===== src/hw/csc_defines.vh =====
`ifndef CSC_DEFINES_VH
`define CSC_DEFINES_VH

// ----------------------------------------
// register map (word index, byte address is four times it)
// ----------------------------------------
`define CSC_IDX_CLOCK_CTRL 7'h6a
`define CSC_IDX_STANDBY 7'h6c
`define CSC_RST_CLOCK_CTRL 16'h0000
`define CSC_RST_STANDBY 16'h0000
`define CSC_MASK_CLOCK_CTRL 16'h00f3
`define CSC_MASK_STANDBY 16'h019f

// ----------------------------------------
// field positions
// ----------------------------------------
`define CSC_TRANSMIT_DATA_CLOCK_DIV_HI 7
`define CSC_TRANSMIT_DATA_CLOCK_DIV_LO 6
`define CSC_MCLK_DIV_HI 5
`define CSC_MCLK_DIV_LO 4
`define CSC_SRC_HI 1
`define CSC_SRC_LO 0
`define CSC_KEEP_CLOCK 8
`define CSC_KEEP_PULLUP 7
`define CSC_KEEP_SW1 4
`define CSC_KEEP_SW0 3
`define CSC_KEEP_BIAS 2
`define CSC_KEEP_EXC 1
`define CSC_KEEP_REF 0

// ----------------------------------------
// source codes
// ----------------------------------------
`define CSC_SRC_INT 2'b00
`define CSC_SRC_INT_OUT 2'b01
`define CSC_SRC_EXT 2'b10

`endif


===== src/hw/csc_divider.v =====
`include "csc_defines.vh"

// ----------------------------------------
// power-of-two divider, enable pulse per period
// ----------------------------------------
module csc_divider (
    input wire aclk,
    input wire aresetn,
    input wire restart,
    input wire tick_in,
    input wire [1:0] log2_div,
    output reg tick_out,
    output reg clk_out
);
    reg [2:0] cnt_q;
    wire [2:0] top;
    assign top = (3'h1 << log2_div) - 3'h1;

    always @(posedge aclk) begin
        if (!aresetn || restart) begin
            cnt_q <= 3'h0;
            tick_out <= 1'b0;
            clk_out <= 1'b0;
        end else begin
            tick_out <= 1'b0;
            if (tick_in) begin
                if (cnt_q >= top) begin
                    cnt_q <= 3'h0;
                    tick_out <= 1'b1;
                end else begin
                    cnt_q <= cnt_q + 3'h1;
                end
                // square wave high in first half of period; divide by 1 toggles per tick
                clk_out <= (log2_div == 2'd0) ? ~clk_out : (cnt_q < (top >> 1) + 3'h1);
            end
        end
    end
endmodule // csc_divider


===== src/hw/csc_sync2.v =====
// ----------------------------------------
// two-flop synchroniser
// ----------------------------------------
module csc_sync2 (
    input wire aclk,
    input wire aresetn,
    input wire d,
    output reg q
);
    reg meta_q;

    always @(posedge aclk) begin
        if (!aresetn) begin
            meta_q <= 1'b0;
            q <= 1'b0;
        end else begin
            meta_q <= d;
            q <= meta_q;
        end
    end
endmodule // csc_sync2


===== src/hw/csc_clock_standby.v =====
`include "csc_defines.vh"

module csc_clock_standby (
    input wire aclk,
    input wire aresetn,
    // axi4-lite slave
    input wire [8:0] s_axi_awaddr,
    input wire s_axi_awvalid,
    output wire s_axi_awready,
    input wire [31:0] s_axi_wdata,
    input wire [3:0] s_axi_wstrb,
    input wire s_axi_wvalid,
    output wire s_axi_wready,
    output reg [1:0] s_axi_bresp,
    output reg s_axi_bvalid,
    input wire s_axi_bready,
    input wire [8:0] s_axi_araddr,
    input wire s_axi_arvalid,
    output wire s_axi_arready,
    output reg [31:0] s_axi_rdata,
    output reg [1:0] s_axi_rresp,
    output reg s_axi_rvalid,
    input wire s_axi_rready,
    // clock sources
    input wire ext_clk_pin,
    input wire int_osc_clk,
    output reg osc_power_up,
    output reg clk_pin_out,
    output reg clk_pin_oe,
    // derived timing
    output wire main_clock_tick,
    output wire transmit_data_clock,
    output wire transmit_data_clock_tick,
    output reg converter_reset,
    // function enables from their own controls
    input wire standby,
    input wire main_clock_en,
    input wire pullup_en,
    input wire low_side_switch_1_en,
    input wire low_side_switch_0_en,
    input wire bias_en,
    input wire excitation_en,
    input wire reference_en,
    // effective function power
    output reg main_clock_on,
    output reg pullup_on,
    output reg low_side_switch_1,
    output reg low_side_switch_0,
    output reg bias_voltage_output,
    output reg excitation_on,
    output reg reference_on
);
    // ----------------------------------------
    // register state
    // ----------------------------------------
    reg [15:0] clock_ctrl_q;
    reg [15:0] standby_q;
    reg [8:0] aw_q;
    reg aw_have_q;
    reg [15:0] w_q;
    reg [1:0] ws_q;
    reg w_have_q;

    wire [1:0] data_clock_divider;
    wire [1:0] main_clock_divider;
    wire [1:0] clock_source_select;
    assign data_clock_divider = clock_ctrl_q[`CSC_TRANSMIT_DATA_CLOCK_DIV_HI:`CSC_TRANSMIT_DATA_CLOCK_DIV_LO];
    assign main_clock_divider = clock_ctrl_q[`CSC_MCLK_DIV_HI:`CSC_MCLK_DIV_LO];
    assign clock_source_select = clock_ctrl_q[`CSC_SRC_HI:`CSC_SRC_LO];

    // ----------------------------------------
    // axi4-lite write path
    // ----------------------------------------
    assign s_axi_awready = !aw_have_q && !s_axi_bvalid;
    assign s_axi_wready = !w_have_q && !s_axi_bvalid;

    wire [8:0] wr_addr;
    wire [15:0] wr_half;
    wire [1:0] wr_strb;
    wire wr_go;
    assign wr_addr = aw_have_q ? aw_q : s_axi_awaddr;
    assign wr_half = w_have_q ? w_q : s_axi_wdata[15:0];
    assign wr_strb = w_have_q ? ws_q : s_axi_wstrb[1:0];
    assign wr_go = (aw_have_q || (s_axi_awvalid && s_axi_awready)) &&
                   (w_have_q || (s_axi_wvalid && s_axi_wready));

    wire wr_clk_reg;
    wire wr_stb_reg;
    wire [15:0] wr_mask;
    // one register per word; its low and high byte on the two low byte lanes
    assign wr_clk_reg = wr_addr[8:2] == `CSC_IDX_CLOCK_CTRL;
    assign wr_stb_reg = wr_addr[8:2] == `CSC_IDX_STANDBY;
    assign wr_mask = {{8{wr_strb[1]}}, {8{wr_strb[0]}}};

    always @(posedge aclk) begin
        if (!aresetn) begin
            clock_ctrl_q <= `CSC_RST_CLOCK_CTRL;
            standby_q <= `CSC_RST_STANDBY;
            aw_q <= 9'h000;
            aw_have_q <= 1'b0;
            w_q <= 16'h0000;
            ws_q <= 2'b00;
            w_have_q <= 1'b0;
            s_axi_bvalid <= 1'b0;
            s_axi_bresp <= 2'b00;
            converter_reset <= 1'b0;
        end else begin
            converter_reset <= 1'b0;
            if (s_axi_awvalid && s_axi_awready && !wr_go) begin
                aw_q <= s_axi_awaddr;
                aw_have_q <= 1'b1;
            end
            if (s_axi_wvalid && s_axi_wready && !wr_go) begin
                w_q <= s_axi_wdata[15:0];
                ws_q <= s_axi_wstrb[1:0];
                w_have_q <= 1'b1;
            end
            if (wr_go) begin
                aw_have_q <= 1'b0;
                w_have_q <= 1'b0;
                s_axi_bvalid <= 1'b1;
                s_axi_bresp <= (wr_clk_reg || wr_stb_reg) ? 2'b00 : 2'b10;
                if (wr_clk_reg) begin
                    clock_ctrl_q <= ((clock_ctrl_q & ~wr_mask) | (wr_half & wr_mask))
                                    & `CSC_MASK_CLOCK_CTRL;
                    converter_reset <= 1'b1;
                end
                if (wr_stb_reg) begin
                    standby_q <= ((standby_q & ~wr_mask) | (wr_half & wr_mask))
                                 & `CSC_MASK_STANDBY;
                end
            end else if (s_axi_bvalid && s_axi_bready) begin
                s_axi_bvalid <= 1'b0;
            end
        end
    end

    // ----------------------------------------
    // axi4-lite read path
    // ----------------------------------------
    assign s_axi_arready = !s_axi_rvalid;
    reg [15:0] rd_half;
    reg rd_ok;
    always @* begin
        rd_ok = 1'b1;
        rd_half = 16'h0000;
        if (s_axi_araddr[8:2] == `CSC_IDX_CLOCK_CTRL) begin
            rd_half = clock_ctrl_q;
        end else if (s_axi_araddr[8:2] == `CSC_IDX_STANDBY) begin
            rd_half = standby_q;
        end else begin
            rd_ok = 1'b0;
        end
    end

    always @(posedge aclk) begin
        if (!aresetn) begin
            s_axi_rvalid <= 1'b0;
            s_axi_rdata <= 32'h0000_0000;
            s_axi_rresp <= 2'b00;
        end else if (s_axi_arvalid && s_axi_arready) begin
            s_axi_rvalid <= 1'b1;
            s_axi_rdata <= {16'h0000, rd_half};
            s_axi_rresp <= rd_ok ? 2'b00 : 2'b10;
        end else if (s_axi_rvalid && s_axi_rready) begin
            s_axi_rvalid <= 1'b0;
        end
    end

    // ----------------------------------------
    // clock source select
    // ----------------------------------------
    wire ext_s;
    wire osc_s;
    csc_sync2 u_sync_ext (
        .aclk(aclk),
        .aresetn(aresetn),
        .d(ext_clk_pin),
        .q(ext_s)
    );
    csc_sync2 u_sync_osc (
        .aclk(aclk),
        .aresetn(aresetn),
        .d(int_osc_clk),
        .q(osc_s)
    );

    reg src_q;
    reg src_prev_q;
    always @(posedge aclk) begin
        if (!aresetn) begin
            osc_power_up <= 1'b1;
            clk_pin_out <= 1'b0;
            clk_pin_oe <= 1'b0;
            src_q <= 1'b0;
            src_prev_q <= 1'b0;
        end else begin
            osc_power_up <= (clock_source_select == `CSC_SRC_INT) ||
                            (clock_source_select == `CSC_SRC_INT_OUT);
            clk_pin_oe <= clock_source_select == `CSC_SRC_INT_OUT;
            clk_pin_out <= osc_s;
            case (clock_source_select)
                `CSC_SRC_INT, `CSC_SRC_INT_OUT: src_q <= osc_s;
                `CSC_SRC_EXT: src_q <= ext_s;
                default: src_q <= 1'b0;
            endcase
            src_prev_q <= src_q;
        end
    end

    wire src_edge;
    assign src_edge = src_q && !src_prev_q;

    // ----------------------------------------
    // main and data clock dividers
    // ----------------------------------------
    wire main_clock_square;
    wire data_clock_square;
    wire [1:0] main_log2;
    assign main_log2 = (main_clock_divider == 2'b00) ? 2'd1 : main_clock_divider;

    csc_divider u_main_div (
        .aclk(aclk),
        .aresetn(aresetn),
        .restart(converter_reset),
        .tick_in(src_edge),
        .log2_div(main_log2),
        .tick_out(main_clock_tick),
        .clk_out(main_clock_square)
    );

    // data clock follows the selected main clock only
    csc_divider u_data_div (
        .aclk(aclk),
        .aresetn(aresetn),
        .restart(converter_reset),
        .tick_in(main_clock_tick),
        .log2_div(data_clock_divider),
        .tick_out(transmit_data_clock_tick),
        .clk_out(data_clock_square)
    );

    // divide by 1 passes the main clock square wave itself
    reg data_clock_q;
    always @(posedge aclk) begin
        if (!aresetn) begin
            data_clock_q <= 1'b0;
        end else begin
            data_clock_q <= (data_clock_divider == 2'b00) ? main_clock_square : data_clock_square;
        end
    end
    assign transmit_data_clock = data_clock_q;

    // ----------------------------------------
    // standby retention gating
    // ----------------------------------------
    wire [6:0] fn_en;
    wire [6:0] fn_keep;
    wire [6:0] fn_on_d;
    assign fn_en = {main_clock_en, pullup_en, low_side_switch_1_en, low_side_switch_0_en, bias_en, excitation_en,
                    reference_en};
    assign fn_keep = {standby_q[`CSC_KEEP_CLOCK], standby_q[`CSC_KEEP_PULLUP], standby_q[`CSC_KEEP_SW1],
                      standby_q[`CSC_KEEP_SW0], standby_q[`CSC_KEEP_BIAS], standby_q[`CSC_KEEP_EXC],
                      standby_q[`CSC_KEEP_REF]};

    genvar gi;
    generate
        for (gi = 0; gi < 7; gi = gi + 1) begin : g_keep
            // own enable always needed; retention only matters in standby
            assign fn_on_d[gi] = fn_en[gi] && (!standby || fn_keep[gi]);
        end
    endgenerate

    always @(posedge aclk) begin
        if (!aresetn) begin
            main_clock_on <= 1'b0;
            pullup_on <= 1'b0;
            low_side_switch_1 <= 1'b0;
            low_side_switch_0 <= 1'b0;
            bias_voltage_output <= 1'b0;
            excitation_on <= 1'b0;
            reference_on <= 1'b0;
        end else begin
            main_clock_on <= fn_on_d[6];
            pullup_on <= fn_on_d[5];
            low_side_switch_1 <= fn_on_d[4];
            low_side_switch_0 <= fn_on_d[3];
            bias_voltage_output <= fn_on_d[2];
            excitation_on <= fn_on_d[1];
            reference_on <= fn_on_d[0];
        end
    end
endmodule // csc_clock_standby


===== config.mk =====
export PLATFORM = sky130hd
export DESIGN_NAME = csc_clock_standby
export DESIGN_NICKNAME = d
export VERILOG_FILES = /design/src/hw/csc_divider.v /design/src/hw/csc_sync2.v /design/src/hw/csc_clock_standby.v
export VERILOG_INCLUDE_DIRS = /design/src /design/src/hw
export SDC_FILE = /design/constraint.sdc
export NUM_CORES = 1
export LEC_CHECK = 0
export ABC_AREA = 1
export BUFFER_PORTS_ARGS = -buffer_cell sky130_fd_sc_hd__buf_2
export CAP_MARGIN = 10
export CORE_MARGIN = 2
export CORE_UTILIZATION = 50
export CTS_BUF_LIST = sky130_fd_sc_hd__clkbuf_8
export DETAILED_ROUTE_END_ITERATION = 16
export HOLD_SLACK_MARGIN = 0.03
export PLACE_DENSITY = 0.79
export SETUP_SLACK_MARGIN = 0.15
export SLEW_MARGIN = 25
export SYNTH_ARGS = -nofsm -noshare
export SYNTH_HDL_FRONTEND = slang
export SYNTH_SLANG_ARGS = --single-unit

===== constraint.sdc =====
create_clock -name aclk -period 3.5 [get_ports aclk]
set_input_delay 0.35 -clock aclk [delete_from_list [all_inputs] [get_ports aclk]]
set_output_delay 0.35 -clock aclk [all_outputs]
set_load 0.05 [all_outputs]

### Word-level counts from Yosys, hierarchy flattened

Cells that the tools add are included.
W data, S select, Z words.

* memories: 0
* input bits: 71
* memory bits (read-only): 0
* register bits after elaboration: 85
* output and inout port bits: 55
* latch bits: 0
* RAM bits: 0

* divide/modulo/power cells: 0
* reductions and logical operators: 51
* bitwise operators: 11
* equality and inequality tests: 6
* muxes and demuxes: 23
* shift operators: 2
* add/subtract/negate cells: 6
* $lt $le $gt $ge: 4
* multipliers: 0

Operators by type and width (number)
* $mux W9: 4
* $eq A7 B7 Y1 const B: 4
* $and A9 B9 Y9: 2
* $logic_and A1 B1 Y1: 18
* $logic_or A1 B1 Y1: 12
* $mux W1: 12
* $not A9 Y9: 1
* $or A9 B9 Y9: 1
* $and A8 B8 Y8: 1
* $logic_not A1 Y1: 8
* $logic_not A2 Y1: 4
* $mux W2: 4
* $or A8 B8 Y8: 1
* $reduce_or A2 Y1: 4
* $add A2 B1 Y3 const B: 2
* $add A3 B1 Y3 const B: 2
* $ge A3 B3 Y1: 2
* $lt A3 B3 Y1: 2
* $mux W3: 2
* $reduce_and A2 Y1: 3
* $shl A1 B2 Y3 const A: 2
* $sub A3 B1 Y3 const B: 2
* $not A1 Y1: 5
* $reduce_bool A2 Y1: 2
* other kinds (3): 3

### Logic depth before layout (Yosys ltp)

* depth in word-level cells: 7
* gate-level depth with buffers: 10

### By module

A second synthesis with hierarchy kept.

* cells, all modules: 499
* area, all modules: 3707.3 µm²

By module, submodules not included
* csc_clock_standby: area an instance 2849.0 µm², times used 1, cells each 389
* csc_divider: area an instance 374.1 µm², times used 2, cells each 49
* csc_sync2: area an instance 55.1 µm², times used 2, cells each 6

### Worst setup path after synthesis

OpenSTA, ideal clock, no wires.

* path kind: flip-flop to flip-flop
* start: register s_axi_bvalid
* end: register w_q[0]
* setup slack: 1515 ps
* data required time: 3435 ps
* arrival: 1920 ps
* cell stages (with the launch flop): 7
* setup time: 65 ps
* cell sequence: dfxtp_1 nor2_1 nand3_2 inv_1 buf_6 nor2_1 nor2_1

* longest elaborated chain between the ends: 7
* elaborated cells between the ends (all ways): 10

Ends and longest elaborated chain
* start: declaration: RTL line csc_clock_standby.v:15 `output reg s_axi_bvalid,`
* start signal: assignment: RTL line csc_clock_standby.v:104 `s_axi_bvalid <= 1'b0;`
* start signal: assignment: RTL line csc_clock_standby.v:121 `s_axi_bvalid <= 1'b1;`
* start signal: assignment: RTL line csc_clock_standby.v:133 `s_axi_bvalid <= 1'b0;`
* $logic_not A1 Y1 *: RTL line csc_clock_standby.v:75 `assign s_axi_wready = !w_have_q && !s_axi_bvalid;`
* $logic_and A1 B1 Y1 *: RTL line csc_clock_standby.v:75
* named net s_axi_wready: RTL line csc_clock_standby.v:13 `output wire s_axi_wready,`
* $logic_and A1 B1 Y1 *: RTL line csc_clock_standby.v:85, csc_clock_standby.v:113
* $logic_or A1 B1 Y1: RTL line csc_clock_standby.v:85 `(w_have_q || (s_axi_wvalid && s_axi_wready));`
* $logic_and A1 B1 Y1: RTL line csc_clock_standby.v:84 `assign wr_go = (aw_have_q || (s_axi_awvalid && s_axi_awready)) &&`
* $logic_not A1 Y1: RTL line csc_clock_standby.v:113 `if (s_axi_wvalid && s_axi_wready && !wr_go) begin`
* $logic_and A1 B1 Y1 *: RTL line csc_clock_standby.v:113
* end signal: assignment: RTL line csc_clock_standby.v:114 `w_q <= s_axi_wdata[15:0];`
* end: declaration: RTL line csc_clock_standby.v:60 `reg [15:0] w_q;`

The timed path passes the listed nets; every way through them passes the cells marked *.
A chain may end at the register's enable or synchronous reset.

==> summary.log <==
INFO  outcome        outcome=finished clean
INFO  routing        dr_total_vias=3080
INFO  cts            cts.root.buffer_cell=clkbuf_8
INFO  timing         maxSlewViolCount=0
INFO  timing         finalCritPeriodShare=0.549
INFO  final_layout   seqCellArea=1480um2
INFO  power_and_ir_drop internal_power=1.32mW
INFO  routing        detailedRoute.firstPassIterationCount=4
INFO  power_and_ir_drop comb_pwr_share=0.172
INFO  timing         hold_viol=0
INFO  die            row_count=30
INFO  routing        detail_route.drc_violations=0
INFO  final_layout   n_fill_cell=683
INFO  worst_setup_path worstPathRequired=3780ps
INFO  worst_setup_path startpoint_type=flip-flop
INFO  timing         clock-skew-final=11.8ps
INFO  synthesis      synth.avg_cell_area=7.08um2
INFO  power_and_ir_drop total_leakage_power=2.11nW
INFO  cts            insertion_delay=340ps
INFO  cts            number_of_h_tree_levels=3
INFO  worst_setup_path worstPathArrival=2200ps
INFO  synthesis      ys_seq_elements=74
INFO  die            core-area=6790um2
INFO  worst_setup_path critical_path.endpoint_type=flip-flop
INFO  power_and_ir_drop switchingPower=561uW
INFO  global_routing grt_start_max_net_pins=49
INFO  synthesis      synth-seq-area-share=0.421
INFO  final_layout   multi_input_area=1590um2
INFO  cts            numCtsBuffers=9
INFO  final_layout   layout-area-overhead-vs-synth=14.5%
INFO  routing        detailedRoute.firstIterationViolations=114
INFO  power_and_ir_drop power.density=468nW/um2
INFO  timing         grt_setup_unrepaired=false
INFO  die            die_x=87.9um
INFO  hold_path      worstHoldPathType=in -> reg
INFO  timing         setup-violations-final=0
INFO  place          io_buffers=71
INFO  synthesis      synth_top_cell_by_area=dfxtp_1
INFO  die            dieHeight=87.9um
INFO  timing         fmax=520MHz
INFO  place          detailed_place_hpwl=5170um
INFO  cts            cts.repair.resized=0
INFO  power_and_ir_drop report.power.total=1.89mW
INFO  power_and_ir_drop clockPowerShare=0.343
INFO  cts            hold_buffer_count_at_cts=0
INFO  die            initial_core_util=0.518
INFO  global_routing via_count_of_the_first_global_routing_pass=2713
INFO  routing        drtAntennaViolNets=0
INFO  synthesis      syn_inst=497
INFO  synthesis      synth_cell_types=26
INFO  routing        vias_per_cell=4.61
INFO  cts            cts.sinks=74
INFO  synthesis      syn_area=3520um2
INFO  final_layout   postLayoutCoreUtil=0.593
INFO  worst_setup_path timing.setup.critical_path_class=reg -> reg
INFO  die            pin_count=126
INFO  global_routing grt_overflow_total=0
INFO  final_layout   layout-drive-gt1-share=0.161
INFO  timing         final_period_minus_worst_setup_slack=1920ps
INFO  cts            clkTransAtPathRegs=80ps
INFO  power_and_ir_drop max-vdd-ir-drop=0.414mV
INFO  synthesis      synthDominantCellAreaShare=0.421
INFO  worst_setup_path critPathMaxFanout=23
INFO  cts            clockBufferDepth=2
INFO  power_and_ir_drop sw_frac_of_total=0.297
INFO  timing         fin_tns_setup=0ps
INFO  routing        routedWlPerCell=10.4um
INFO  timing         tightestPinTransition=709ps
INFO  job            maxCapViolCount=0
INFO  place          globalplace.congestion=0.833
INFO  die            die_area=7720um2
INFO  global_routing antenna_found_initial=0
INFO  routing        routed_wirelength=6930um
INFO  global_routing grt_pass1_wl=11400um
INFO  final_layout   num_antenna_cells=0
INFO  power_and_ir_drop power.sequential.fraction=0.485
INFO  synthesis      synth_warnings=0
INFO  cts            cts_tree=done
INFO  cts            cts_setup_buffers=0
INFO  synthesis      post_synth_main_area_contributors=dfxtp_1 42%, nand2_1 12%, inv_1 7.8%
INFO  timing         slew_headroom=0.527
INFO  global_routing grt_util_all_layers=0.189
INFO  final_layout   final_net_count=650
area by class of cell:
class | instances | area share
Clock buffer | 11 | 0.0376
Clock inverter | 5 | 0.0115
Inverter | 73 | 0.0680
Multi-Input combinational cell | 337 | 0.395
Sequential cell | 74 | 0.368
Tap cell | 96 | 0.0298
Timing Repair Buffer | 72 | 0.0901
synth_stat cells:
cell	count
nand4_2	2
conb_1	2
o21ai_0	34
inv_1	73
nand3b_1	1
nor2_1	66
nand2_2	1
nor2_2	2
nand4_1	4
o211ai_1	6
nor3_1	6
o21ai_2	1
clkbuf_1	4
nand2_1	114
o21bai_1	1
o21a_1	1
buf_4	27
dfxtp_1	74
xor2_1	2
nand3_1	18
ha_1	12
nand3_2	1
mux2i_1	2
buf_2	4
buf_6	2
a21oi_1	37
stage by stage:
step | cell area (um2) | instances | hold slack (ps) | worst slack (ps)
final | 4030 | 668 | 191 | 1580
after global routing | 4030 | 668 | 183 | 1380
after detailed placement | 3830 | 652 | 402 | 1630
after floorplan | 3610 | 521 | 390 | 1520
after CTS | 4030 | 668 | 176 | 1550
after global placement | 3830 | 652 | 395 | 1670
layer usage:
metal  track usage  up-vias  wire, um
met5             0        -         0
met1         0.221     1338      3180
met4        0.0713        0       137
met2         0.323       89      3150
met3        0.0584       12       457
li1              -     1641         -
logic make-up after synthesis:
kind of cell,Yosys count,synth area share
and+or+nand+nor,215,0.251
buffers and inverters,110,0.152
AOI/OAI and AO/OA,80,0.121
DFF,74,0.421
adders and majority gates,12,0.0427
other,2,0.00214
xor gates and xnor gates,2,0.00498
muxes,2,0.00569
final timing paths:
check                           slack (ps)              start                 to  cells past startpoint
worst min register to register         410  u_sync_osc.meta_q       u_sync_osc.q                      2
worst min-delay path                   190        int_osc_clk  u_sync_osc.meta_q                      3
worst max-delay path                  1580           w_have_q          flip-flop                      6
worst max register to register        1580           w_have_q          flip-flop                      6
layout by cell type, fill, tap and decap left out, drive strengths merged:
cell type    n
mux2i        2
clkinv       1
o21ai       35
xor2         2
nand4        6
nand3b       1
nand3       19
nor2        68
buf         72
nor3         6
o211ai       6
inv         76
a21oi       37
bufinv       1
ha          12
o21a         1
o21bai       1
nand2      115
dfxtp       74
conb        26
clkbuf      11
power groups by stage:
| stage | combinational [mW] | sequential (mW) | clock (mW) |
|---|---|---|---|
| finish | 0.325 | 0.914 | 0.647 |
| global placement | 0.316 | 0.931 | 0 |
| global route | 0.360 | 0.919 | 0.700 |
| floorplan | 0.246 | 0.963 | 0 |
| detailed placement | 0.324 | 0.933 | 0 |
| CTS | 0.325 | 0.914 | 0.662 |
worst max-delay path: stages (launching register included):
cell and delay, ps:
dfxtp_1 780, a21oi_1 150, nor2_2 310, nand4_2 320, nand2_1 130, nand2_1 60
nor2_1 100
(Power assumes the default switching activity.)
